### config.mk
export PLATFORM = sky130hd
export DESIGN_NAME = rwc_top
export DESIGN_NICKNAME = d
export VERILOG_FILES = /design/src/pkg/rwc_pkg.sv /design/src/hdl/rwc_top.sv /design/src/hdl/rwc_watchdog.sv /design/src/hdl/rwc_delay.sv
export SDC_FILE = /design/constraint.sdc
export NUM_CORES = 1
export LEC_CHECK = 0
export BUFFER_PORTS_ARGS = -buffer_cell sky130_fd_sc_hd__buf_2
export CAP_MARGIN = 20
export CORE_ASPECT_RATIO = 1.2
export CORE_UTILIZATION = 62
export DETAILED_ROUTE_END_ITERATION = 16
export PLACE_DENSITY = 0.83
export SYNTH_ARGS = -nofsm -noshare
export SYNTH_HDL_FRONTEND = slang
export SYNTH_SLANG_ARGS = --single-unit
### constraint.sdc
create_clock -name clk -period 8.1 [get_ports clk]
set_input_delay 0 -clock clk [delete_from_list [all_inputs] [get_ports clk]]
set_output_delay 0 -clock clk [all_outputs]
set_load 0.02 [all_outputs]
### src/pkg/rwc_pkg.sv
// package of constants and types for the reset and watchdog control block
package rwc_pkg;
    // clock rate in MHz
    localparam int CLK_MHZ = 100;
    // start-up and hold times, each in its own unit
    localparam int SHORT_START_US = 128;
    localparam int LONG_START_MS = 96;
    localparam int WDR_HOLD_US = 2048;
    // derived cycle counts
    localparam int SHORT_START_CYC = SHORT_START_US * CLK_MHZ;
    localparam int LONG_START_CYC = LONG_START_MS * 1000 * CLK_MHZ;
    localparam int WDR_HOLD_CYC = WDR_HOLD_US * CLK_MHZ;
    // width of the delay counter, big enough for the long start-up
    localparam int DLY_W = 24;
    // port addresses
    localparam logic [7:0] ADDR_USB_DEVICE_ADDRESS = 8'h10;
    localparam logic [7:0] ADDR_WATCHDOG_CLEAR_PORT = 8'h26;
    localparam logic [7:0] ADDR_PROCESSOR_STATUS_CONTROL = 8'hFF;
    // cause flag positions in the status register
    localparam int BIT_SUPPLY_START = 4;
    localparam int BIT_USB_RESET = 5;
    localparam int BIT_WATCHDOG = 6;
    // usb address bit that enables the transmitter
    localparam int BIT_USB_TX_EN = 7;
    // reset values, status write mask and watchdog compare value
    localparam logic [7:0] PSC_RESET = 8'h10;
    localparam logic [7:0] PSC_MASK = 8'h70;
    localparam logic [7:0] USB_ADDR_RESET = 8'h00;
    localparam logic [1:0] WD_MSB_SET = 2'h1;
    // sequencer states
    typedef enum logic [2:0] {
        RWC_ST_EVAL,
        RWC_ST_SUSPEND,
        RWC_ST_DELAY,
        RWC_ST_WDR_HOLD,
        RWC_ST_RUN
    } rwc_state_e_t;
    // one port access from the cpu core
    typedef struct packed {
        logic wr;
        logic rd;
        logic indexed;
        logic [7:0] addr;
        logic [7:0] x;
        logic [7:0] wdata;
    } rwc_io_req_t;
    // usb line levels
    typedef struct packed {
        logic dm;
        logic dp;
    } rwc_usb_lines_t;
endpackage

### src/hdl/rwc_top.sv
// reset sequencer, cause flags, usb address and watchdog of the microcontroller
// Behaviour
// three reset sources: supply, watchdog, usb bus
// any reset restores defaults, addresses, interrupts off
// reset zeroes program and data stack pointers
// firmware moves data stack below buffers
// three cause bits in status register
// supply or watchdog reset starts at zero
// reset entry pushes nothing onto program stack
// firmware never returns from reset handler
// supply start sets bit four
// supply start forces ports to input
// idle lines with pin high enter suspend
// pin high after suspend gives short delay
// pin low gives long delay then run; code gives the long delay only with the supply flag set, else short
// delay choice: pin, then flag, then short
// firmware clears supply flag before suspend
// watchdog msb rising causes watchdog reset
// watchdog reset sets bit six
// watchdog advances on timer bit eleven
// any write to clear port zeroes watchdog
// watchdog reset held 2.048 ms
// watchdog clears usb address, transmitter off
// indexed write adds x to address
// bus reset skips delays; every reset clears watchdog; a bus reset in suspend takes the start-up delay
`timescale 1ns/10ps
`default_nettype none
module rwc_top
    import rwc_pkg::*;
#(
    parameter int SHORT_CYC = SHORT_START_CYC, // 128 us start-up
    parameter int LONG_CYC = LONG_START_CYC, // 96 ms start-up
    parameter int HOLD_CYC = WDR_HOLD_CYC // 2.048 ms watchdog hold
)
(
    input wire logic clk,
    input wire logic reset_n,
    input wire logic ce,
    input wire rwc_pkg::rwc_io_req_t io_req,
    output logic [7:0] io_rdata,
    input wire logic timer_bit11,
    input wire logic usb_bus_reset,
    input wire rwc_pkg::rwc_usb_lines_t usb_lines,
    input wire logic port3_bit7,
    output logic core_reset,
    output logic gpio_hiz,
    output logic suspend,
    output logic usb_tx_enable,
    output logic [7:0] usb_device_address
);
    import rwc_pkg::*;

    // all state of the top
    typedef struct packed {
        rwc_state_e_t st;
        logic [7:0] psc;
        logic [7:0] usb_addr;
        logic [7:0] rdata;
        logic core_reset;
        logic gpio_hiz;
        logic suspend;
        logic dly_load;
        logic [DLY_W-1:0] dly_val;
        logic wd_clear;
    } rwc_top_t;

    // reset value: supply start seen, cpu held, ports floated
    localparam rwc_top_t TOP_RESET = '{
        st: RWC_ST_EVAL,
        psc: PSC_RESET,
        usb_addr: USB_ADDR_RESET,
        rdata: 8'h00,
        core_reset: 1'b1,
        gpio_hiz: 1'b1,
        suspend: 1'b0,
        dly_load: 1'b0,
        dly_val: '0,
        wd_clear: 1'b1
    };

    rwc_top_t r; // registered state
    rwc_top_t next_r; // next state
    logic wd_expire; // watchdog counter msb rose
    logic dly_done; // start-up or hold time over
    logic [7:0] eff_addr; // port address after indexing
    logic wr_hit; // a write reaches this block
    logic lines_idle; // usb lines at idle
    logic [7:0] set_bits; // cause bits that hardware sets now

    // watchdog counter
    rwc_watchdog u_watchdog (
        .clk(clk),
        .reset_n(reset_n),
        .ce(ce),
        .tick(timer_bit11),
        .clear(r.wd_clear),
        .expire(wd_expire)
    );

    // start-up and hold timer
    rwc_delay u_delay (
        .clk(clk),
        .reset_n(reset_n),
        .ce(ce),
        .load(r.dly_load),
        .value(r.dly_val),
        .done(dly_done)
    );

    // pick the start-up time from the pin and the supply flag
    function automatic logic [DLY_W-1:0] pick_delay(input logic pin, input logic flag);
        logic [DLY_W-1:0] v;
        if (pin)
        begin
            v = DLY_W'(SHORT_CYC);
        end
        else if (flag)
        begin
            v = DLY_W'(LONG_CYC);
        end
        else
        begin
            v = DLY_W'(SHORT_CYC);
        end
        return v;
    endfunction

    // port address decode and line state
    always_comb
    begin
        // indexed writes add x; with address zero x alone selects
        eff_addr = io_req.indexed ? (io_req.addr + io_req.x) : io_req.addr;
        wr_hit = io_req.wr && (r.st == RWC_ST_RUN);
        // low-speed idle: minus line high, plus line low
        lines_idle = usb_lines.dm && !usb_lines.dp;
    end

    // next-state logic of the sequencer and the registers
    always_comb
    begin
        next_r = r;
        next_r.dly_load = 1'b0;
        next_r.wd_clear = 1'b0;
        set_bits = 8'h00;

        // firmware writes to the usb address and the status register
        if (wr_hit && eff_addr == ADDR_USB_DEVICE_ADDRESS)
        begin
            next_r.usb_addr = io_req.wdata; // msb re-enables transmitter
        end
        if (wr_hit && eff_addr == ADDR_PROCESSOR_STATUS_CONTROL)
        begin
            next_r.psc = io_req.wdata & PSC_MASK; // firmware may clear flags
        end
        // any value written to the clear port zeroes the counter
        if (wr_hit && eff_addr == ADDR_WATCHDOG_CLEAR_PORT)
        begin
            next_r.wd_clear = 1'b1;
        end

        // read data, registered for the next cycle
        next_r.rdata = 8'h00;
        if (io_req.rd && r.st == RWC_ST_RUN)
        begin
            case (eff_addr)
                ADDR_USB_DEVICE_ADDRESS: next_r.rdata = r.usb_addr;
                ADDR_PROCESSOR_STATUS_CONTROL: next_r.rdata = r.psc;
                default: next_r.rdata = 8'h00; // write-only or foreign port
            endcase
        end

        // reset sequencer
        case (r.st)
            // just out of supply start: decide between suspend and delay
            RWC_ST_EVAL:
            begin
                next_r.core_reset = 1'b1;
                next_r.gpio_hiz = 1'b1;
                next_r.wd_clear = 1'b1;
                if (port3_bit7 && lines_idle)
                begin
                    next_r.st = RWC_ST_SUSPEND;
                    next_r.suspend = 1'b1;
                end
                else
                begin
                    next_r.st = RWC_ST_DELAY;
                    next_r.dly_load = 1'b1;
                    next_r.dly_val = pick_delay(port3_bit7, r.psc[BIT_SUPPLY_START]);
                end
            end
            // powered down until bus reset, resume or single-ended zero
            RWC_ST_SUSPEND:
            begin
                next_r.wd_clear = 1'b1;
                if (!lines_idle || usb_bus_reset)
                begin
                    next_r.st = RWC_ST_DELAY;
                    next_r.suspend = 1'b0;
                    next_r.dly_load = 1'b1;
                    next_r.dly_val = pick_delay(port3_bit7, r.psc[BIT_SUPPLY_START]);
                end
            end
            // cpu held while the supply or resonator settles
            RWC_ST_DELAY:
            begin
                next_r.wd_clear = 1'b1;
                if (dly_done)
                begin
                    next_r.st = RWC_ST_RUN;
                    next_r.core_reset = 1'b0; // fetch starts at address zero
                    next_r.gpio_hiz = 1'b0;
                end
            end
            // watchdog reset held for its fixed time
            RWC_ST_WDR_HOLD:
            begin
                next_r.wd_clear = 1'b1;
                if (dly_done)
                begin
                    next_r.st = RWC_ST_RUN;
                    next_r.core_reset = 1'b0;
                end
            end
            // normal execution
            RWC_ST_RUN:
            begin
                next_r.core_reset = 1'b0;
                if (wd_expire)
                begin
                    // watchdog reset: hold core, clear address
                    next_r.st = RWC_ST_WDR_HOLD;
                    next_r.core_reset = 1'b1;
                    next_r.usb_addr = USB_ADDR_RESET;
                    next_r.dly_load = 1'b1;
                    next_r.dly_val = DLY_W'(HOLD_CYC);
                    next_r.wd_clear = 1'b1;
                    set_bits[BIT_WATCHDOG] = 1'b1;
                end
                else if (usb_bus_reset)
                begin
                    // bus reset: one cycle of init, no start-up delay
                    next_r.core_reset = 1'b1;
                    next_r.usb_addr = USB_ADDR_RESET;
                    next_r.wd_clear = 1'b1;
                    set_bits[BIT_USB_RESET] = 1'b1;
                end
            end
            default:
            begin
                next_r.st = RWC_ST_EVAL;
                next_r.core_reset = 1'b1;
            end
        endcase

        // hardware set wins over a firmware clear in the same cycle
        next_r.psc = next_r.psc | set_bits;
    end

    // register the state; supply start loads the defaults
    always_ff @(posedge clk or negedge reset_n)
    begin
        if (!reset_n)
        begin
            r <= TOP_RESET;
        end
        else if (ce)
        begin
            r <= next_r;
        end
    end

    // core_reset zeroes pc, both stack pointers, registers, interrupt
    // enables; it forces no stack write, so the program stack pointer stays at zero
    assign core_reset = r.core_reset;
    assign gpio_hiz = r.gpio_hiz;
    assign suspend = r.suspend;
    assign io_rdata = r.rdata;
    assign usb_device_address = r.usb_addr;
    assign usb_tx_enable = r.usb_addr[BIT_USB_TX_EN];
endmodule // rwc_top
`default_nettype wire

### src/hdl/rwc_watchdog.sv
// two-bit watchdog counter advanced by the timer tick
`timescale 1ns/10ps
`default_nettype none
module rwc_watchdog
    import rwc_pkg::*;
(
    input wire logic clk,
    input wire logic reset_n,
    input wire logic ce,
    input wire logic tick,
    input wire logic clear,
    output logic expire
);
    // all state of the counter
    typedef struct packed {
        logic tick_d;
        logic [1:0] cnt;
        logic expire;
    } rwc_wd_t;
    rwc_wd_t r;
    rwc_wd_t next_r;
    logic adv;

    // advance on each rising edge of the timer bit
    always_comb
    begin
        next_r = r;
        adv = tick && !r.tick_d;
        next_r.tick_d = tick;
        next_r.expire = 1'b0;
        if (clear)
        begin
            next_r.cnt = 2'h0;
        end
        else if (adv)
        begin
            next_r.cnt = r.cnt + 2'h1;
            next_r.expire = (r.cnt == WD_MSB_SET); // msb goes low to high
        end
    end

    // register the state
    always_ff @(posedge clk or negedge reset_n)
    begin
        if (!reset_n)
        begin
            r <= '0;
        end
        else if (ce)
        begin
            r <= next_r;
        end
    end

    assign expire = r.expire;
endmodule // rwc_watchdog
`default_nettype wire

### src/hdl/rwc_delay.sv
// down-counting delay timer with a done pulse
`timescale 1ns/10ps
`default_nettype none
module rwc_delay
    import rwc_pkg::*;
(
    input wire logic clk,
    input wire logic reset_n,
    input wire logic ce,
    input wire logic load,
    input wire logic [DLY_W-1:0] value,
    output logic done
);
    // all state of the timer
    typedef struct packed {
        logic busy;
        logic [DLY_W-1:0] cnt;
        logic done;
    } rwc_dly_t;
    rwc_dly_t r;
    rwc_dly_t next_r;

    // done fires value cycles after the load
    always_comb
    begin
        next_r = r;
        next_r.done = 1'b0;
        if (load)
        begin
            next_r.cnt = value;
            next_r.busy = 1'b1;
        end
        else if (r.busy)
        begin
            if (r.cnt <= DLY_W'(1))
            begin
                next_r.busy = 1'b0;
                next_r.done = 1'b1;
            end
            else
            begin
                next_r.cnt = r.cnt - DLY_W'(1);
            end
        end
    end

    // register the state
    always_ff @(posedge clk or negedge reset_n)
    begin
        if (!reset_n)
        begin
            r <= '0;
        end
        else if (ce)
        begin
            r <= next_r;
        end
    end

    assign done = r.done;
endmodule // rwc_delay
`default_nettype wire

==> results of run 1 <==
## metrics by stage
stage          total power, mW  std cells  worst slack (ns)  hold WS (ns)  area [sq um]
2_1_floorplan            0.603        426              5.32        -0.296          3810
3_3_place_gp             0.665        531              5.06         0.206          4010
3_5_place_dp             0.678        531              4.96         0.209          4010
4_1_cts                  0.994        558              4.95        0.0650          4340
5_1_grt                   1.05        558              4.59        0.0832          4340
6_report                 0.992        558              4.87        0.0854          4340
## where the power goes
part / internal [mW] / switching, mW
clock network: 0.177 / 0.135
registers: 0.368 / 0.0527
logic: 0.104 / 0.156
## kinds of logic (layout without fill, tap and decap cells)
| logic type | count (synthesis) | count (layout) | synth area share, % |
|---|---|---|---|
| and+or+nand+nor | 158 | 158 | 21.6 |
| AOI/OAI and AO/OA | 139 | 139 | 24.3 |
| DFF | 63 | 63 | 41.5 |
| buffers and inverters | 46 | 98 | 6.40 |
| adders and majority gates | 11 | 11 | 3.81 |
| muxes | 7 | 7 | 1.94 |
| xor gates and xnor gates | 2 | 2 | 0.460 |
## synthesized netlist by cell type, drive strengths merged, types with 2 or more instances
master    n
buf      21
a22o      8
or4       4
a32o      9
a22oi     2
nor2     48
and3b     2
a211oi    2
a31oi     9
o21ai    49
inv      15
o2bb2ai   3
nand4     9
o41ai     2
and2      2
a211o     3
nand2b    7
nor2b     2
mux2i     4
nor3b     2
o31ai     2
o211ai    7
dfrtp    59
o21a      3
and3      2
clkbuf   10
dfstp     4
ha       10
nor3     14
nand2    27
mux2      3
or3      13
a21o      6
nor4      7
nand3    11
a21oi    24
o2111ai   2
or2       2
## layer usage
| layer | GRT usage, % | routed length [microns] | vias up |
|---|---|---|---|
| met2 | 57.8 | 5110 | 152 |
| met5 | 0 | 0 | - |
| met4 | 13.3 | 221 | 0 |
| met3 | 7.02 | 513 | 21 |
| met1 | 36.7 | 3720 | 1722 |
| li1 | - | - | 1673 |
## final cells by class
type	instances	area [sq um]	area share, %
Sequential cell	63	1580	36.4
Inverter	15	56.3	1.30
Timing Repair Buffer	67	395	9.10
Clock buffer	9	124	2.85
Tap cell	80	100	2.30
Clock inverter	7	100	2.30
Multi-Input combinational cell	317	1990	45.7
## worst register-to-register path, stage by stage, from the launching register on
cell and delay, ns:
dfrtp_1 0.40, or3_1 0.47, nor4_1 0.63, a31oi_1 0.32, o21ai_1 0.81, buf_4 0.31
o21ai_0 0.10, o21ai_0 0.10
## worst max path at each step
stage,cells after the start,start,endpoint
6_report,7,u_delay.r[19]$_DFFE_PN0P_,u_delay.r[14]$_DFFE_PN0P_
4_1_cts,7,u_delay.r[8]$_DFFE_PN0P_,u_delay.r[14]$_DFFE_PN0P_
3_5_place_dp,7,u_delay.r[8]$_DFFE_PN0P_,u_delay.r[14]$_DFFE_PN0P_
2_1_floorplan,10,io_req[8],usb_device_address[0]$_DFFE_PN0P_
5_1_grt,7,u_delay.r[18]$_DFFE_PN0P_,u_delay.r[17]$_DFFE_PN0P_
3_3_place_gp,10,io_req[8],usb_device_address[1]$_DFFE_PN0P_
## registers in the layout, indices dropped and copies added (netlist names), 3 cells and up
register	flops
io_rdata	8
u_delay.r	25
u_watchdog.r	3
r	14
usb_device_address	8
==> results.toml, run 1 <==
[outcome]
outcome = "complete, no violations"

[logic_synthesis]
syn_avg_cell_area_sq_um = 8.95
synth_top_area_share_pct = 38.7
netlist_area_sq_um = 3810
syn-instance-count = 426
synth_edf_count = 0
seq_area_frac_synth_pct = 41.5
synth_seq_cells = 63
synth_nets = 472
async_flop_share_pct = 100
ys_types = 64
synth_area_leader_cell = "dfrtp_1"
synth-warning-count = 0
synth_area_leaders = "dfrtp_1 (39%), o21ai_0 (6.2%), nor2_1 (4.7%)"
synth_top_flop_cell = "dfrtp_1"

[die]
dieHeight_microns = 87.9
num_rows = 30
io_pins = 55
core_area_sq_um = 5780
initial_utilization_pct = 66.0
die_area_sq_um = 6470
die_w_microns = 73.6

[global_route]
grt_pass1_vias = 3473
grt_pass1_wl_microns = 15800
grt_max_degree = 64
globalRouteOverflowTotal = 0
grt_use_total_pct = 32.2
antenna_found_initial = 0

[cells_and_area]
fin_nets = 519
fin_util_pct = 75.2
area_growth_syn_to_layout_pct = 13.9
diodes = 0
fillCellCount = 417
layout_commonest_cell = "dfrtp_1"
drive_gt1_share_pct = 18.8
final_cell_mix = "dfrtp_1 (59), buf_2 (54), nor2_1 (48), o21ai_0 (47), nand2_1 (27)"

[min_path]
min_path_cells = 4
hold_end = "r[0]$_DFFE_PN1P_"
min_from = "io_req[26]"
hp-class = "input pin to flip-flop"

[worst_setup_path]
path_cells = "or3_1 -> nor4_1 -> a31oi_1 -> o21ai_1 -> buf_4 -> o21ai_0 -> o21ai_0"
max_stage_delay_ns = 0.81
crit_required_ns = 8.36
path_max_fanout = 14
cp_common_cell = "o21ai_0"
path_buf_inv = 1
crit_path_end_kind = "flip-flop"
r2r_end = "u_delay.r[14]$_DFFE_PN0P_"
reg2reg_slack_ns = 4.87
worstPathArrival_ns = 3.50
cpLargestDelayFamily = "compound AO/OA/AOI/OAI gates"
reg2reg_depth = 7
critical_path_class = "flip-flop to flip-flop"
worstReg2RegStart = "u_delay.r[19]$_DFFE_PN0P_"
slowest_stage = "o21ai_1"
critPathLaunchType = "flip-flop"

[clock_tree]
postCtsSetupBuffers = 0
cts_sinks = 63
cts_hold_buf = 11
clk_path_buf_depth = 2
clock_latency_ns = 0.35
clk_pin_slew_worst_paths_ns = 0.08
postCtsResizedCells = 0
cts_made_buffers = 9
cts_root_buffer = "clkbuf_8"
cts_max_level = 3
tritoncts = "built"

[placed_design]
io_buffers = 54
place_congestion = 0.871
dpl.hpwl_microns = 6570

[sta]
min_period_ns = 3.23
fin_worst_skew_ns = 0.0130
post-route-period-util_pct = 39.9
worst_pin_slew_ns = 0.929
hold_viol_final = 0
rsz0062_at_grt = "no"
slew_violations = 0
finalSetupTns_ns = 0
setup_viol = 0
max_freq_mhz = 309
slew_headroom_pct = 37.7

[drt]
wl_microns = 9560
drt_iter0_markers = 331
drc = 0
wire_per_inst_microns = 17.1
ant_nets = 0
via_count = 3568
firstDrtPassIters = 5
viasPerCell = 6.39

[flow_run]
cap_violations = 0

[power_and_ir_drop]
ir_drop_v = 0.000150
power_density_nw_per_um2 = 228
p_leak_nw = 1.98
No activity file was read; power rests on OpenSTA's default activity.
==> run 2, diff against run 1 <==
- CORE_UTILIZATION: 62 -> 52
- PLACE_DENSITY: 0.83 -> 0.74
- clock period: 8.1 -> 2.8 ns (I/O delays scaled with it)
==> results.toml, run 2 (synthesis results as in run 1) <==
[flow_run]
cap_violations = 0

[worst_setup_path]
max_stage_delay_ns = 0.56
worstPathArrival_ns = 2.90
crit_required_ns = 3.09
slowest_stage = "or4_4"
crit_path_end_kind = "flip-flop"
cpLargestDelayFamily = "simple AND/OR/NAND/NOR gates"
critical_path_class = "flip-flop to flip-flop"
path_buf_inv = 0
path_cells = "or4_4 -> or4_1 -> nor4_2 -> and2b_1 -> nand2_1 -> or4_1 -> nand2_1"
critPathLaunchType = "flip-flop"
path_max_fanout = 5

[clock_tree]
postCtsSetupBuffers = 0
clk_path_buf_depth = 2
cts_root_buffer = "clkbuf_8"
cts_made_buffers = 9
tritoncts = "built"
clock_latency_ns = 0.34
cts_sinks = 63
clk_pin_slew_worst_paths_ns = 0.08
cts_max_level = 3

[global_route]
grt_use_total_pct = 26.1
grt_pass1_wl_microns = 15400
grt_max_degree = 36
globalRouteOverflowTotal = 0
antenna_found_initial = 0
grt_pass1_vias = 3452

[die]
die_area_sq_um = 7680
io_pins = 55
num_rows = 33
dieHeight_microns = 95.8
die_w_microns = 80.2
initial_utilization_pct = 54.6
core_area_sq_um = 6980

[power_and_ir_drop]
swShare_pct = 34.7
finalPower_mw = 2.82
p_comb_share_pct = 27.9
ir_drop_v = 0.000352
p_leak_nw = 2.06
sequentialPowerShare_pct = 43.1
power_density_nw_per_um2 = 629
clkPwrFrac_pct = 29.0
power.internal_mw = 1.84
power.switching_mw = 0.979

[sta]
fin_worst_skew_ns = 0.00994
hold-worst-slack_ns = 0.0802
setup_viol = 0
hold_viol_final = 0
post-route-period-util_pct = 93.5
max_freq_mhz = 382
rsz0062_at_grt = "no"
finalSetupTns_ns = 0
slew_headroom_pct = 54.6
worst_pin_slew_ns = 0.680
slew_violations = 0
min_period_ns = 2.62
setup_ws_ns = 0.182

[min_path]
hp-class = "input pin to flip-flop"

[drt]
wire_per_inst_microns = 16.0
viasPerCell = 5.93
firstDrtPassIters = 4
via_count = 3463
ant_nets = 0
drc = 0
drt_iter0_markers = 101
wl_microns = 9320

[cells_and_area]
largest_reg_flops = 25
area_growth_syn_to_layout_pct = 17.6
final_cell_mix = "dfrtp_1 (59), buf_2 (54), nor2_1 (48), o21ai_0 (47), nand2_1 (27)"
fillCellCount = 607
drive_gt1_share_pct = 22.1
fin_cells = 584
top_register = "u_delay.r"
fin_nets = 538
reg_top3 = "u_delay.r x25, r x14"
diodes = 0
layout_commonest_cell = "dfrtp_1"

[placed_design]
io_buffers = 54
place_ws_ns = -0.236
placed_cells = 557
dpl.hpwl_microns = 6700
place_congestion = 0.866

[outcome]
outcome = "complete, no violations"
==> run 2: changes by cell type in the layout (fill, tap and decap cells not counted), sizes merged <==
cell / delta
bufinv: -1
clkbuf: +1
clkinvlp: +1
buf: +19
inv: -3
clkinv: +2
==> run 2: worst min-delay path, delay by kind of cell <==
family | cells | cell delay, ns
AO/OA/AOI/OAI | 2 | 0.17
buffers and inverters | 1 | 0.15
AND/OR/NAND/NOR | 1 | 0.06
==> run 2: stage by stage <==
step	cell area, sq um	utilization, %
after floorplan	3810	-
after global placement	4160	59.6
after detailed placement	4160	59.6
after CTS	4480	64.2
after global routing	4480	64.2
final	4480	64.2
==> run 2: area by class of cell <==
| cell class | instances | area, sq um | area share [%] |
|---|---|---|---|
| flip-flops and latches | 63 | 1580 | 35.3 |
| clock buffers | 10 | 138 | 3.07 |
| well taps | 87 | 109 | 2.43 |
| inverters | 15 | 56.3 | 1.26 |
| clock inverters | 6 | 68.8 | 1.54 |
| repair buffers | 86 | 538 | 12.0 |
| multi-input cells | 317 | 1990 | 44.4 |
==> run 2: final timing paths <==
| kind | start | end | slack, ns | cells past startpoint |
|---|---|---|---|---|
| setup / recovery | u_delay.r[8]$_DFFE_PN0P_ | u_delay.r[22]$_DFFE_PN0P_ | 0.18 | 7 |
| hold / removal | usb_bus_reset | suspend$_DFFE_PN0P_ | 0.08 | 4 |
| setup reg to reg | u_delay.r[8]$_DFFE_PN0P_ | u_delay.r[22]$_DFFE_PN0P_ | 0.18 | 7 |
| hold reg to reg | r[21]$_DFFE_PN0P_ | r[21]$_DFFE_PN0P_ | 0.48 | 1 |
| max in group asynchronous | reset_n | r[0]$_DFFE_PN1P_ | 1.79 | 3 |
| min in group asynchronous | reset_n | u_delay.r[8]$_DFFE_PN0P_ | 0.15 | 2 |
==> run 2: routing by layer <==
metal / vias to the layer above / share of wire, % / GRT usage, % / wire [microns]
li1: 1706 / - / - / -
met1: 1665 / 42 / 29.5 / 3940
met2: 75 / 52 / 47.9 / 4890
met3: 17 / 3.6 / 4.93 / 336
met4: 0 / 1.6 / 10.9 / 148
met5: - / 0 / 0 / 0
==> run 2: repair_timing <==
item | 4_1_cts | 5_1_grt
hold endpoints to repair | 34 | 0
endpoints found under the setup margin | 0 | 8
resized for setup | 0 | 1
hold buffers | 11 | 0
==> run 2: power by group through the flow <==
| stage | combinational [mW] | clock, mW | sequential [mW] |
|---|---|---|---|
| 6_report | 0.787 | 0.818 | 1.22 |
| 5_1_grt | 0.886 | 0.874 | 1.24 |
| 4_1_cts | 0.786 | 0.825 | 1.22 |
| 3_5_place_dp | 0.772 | 0 | 1.23 |
| 3_3_place_gp | 0.750 | 0 | 1.22 |
| 2_1_floorplan | 0.549 | 0 | 1.19 |
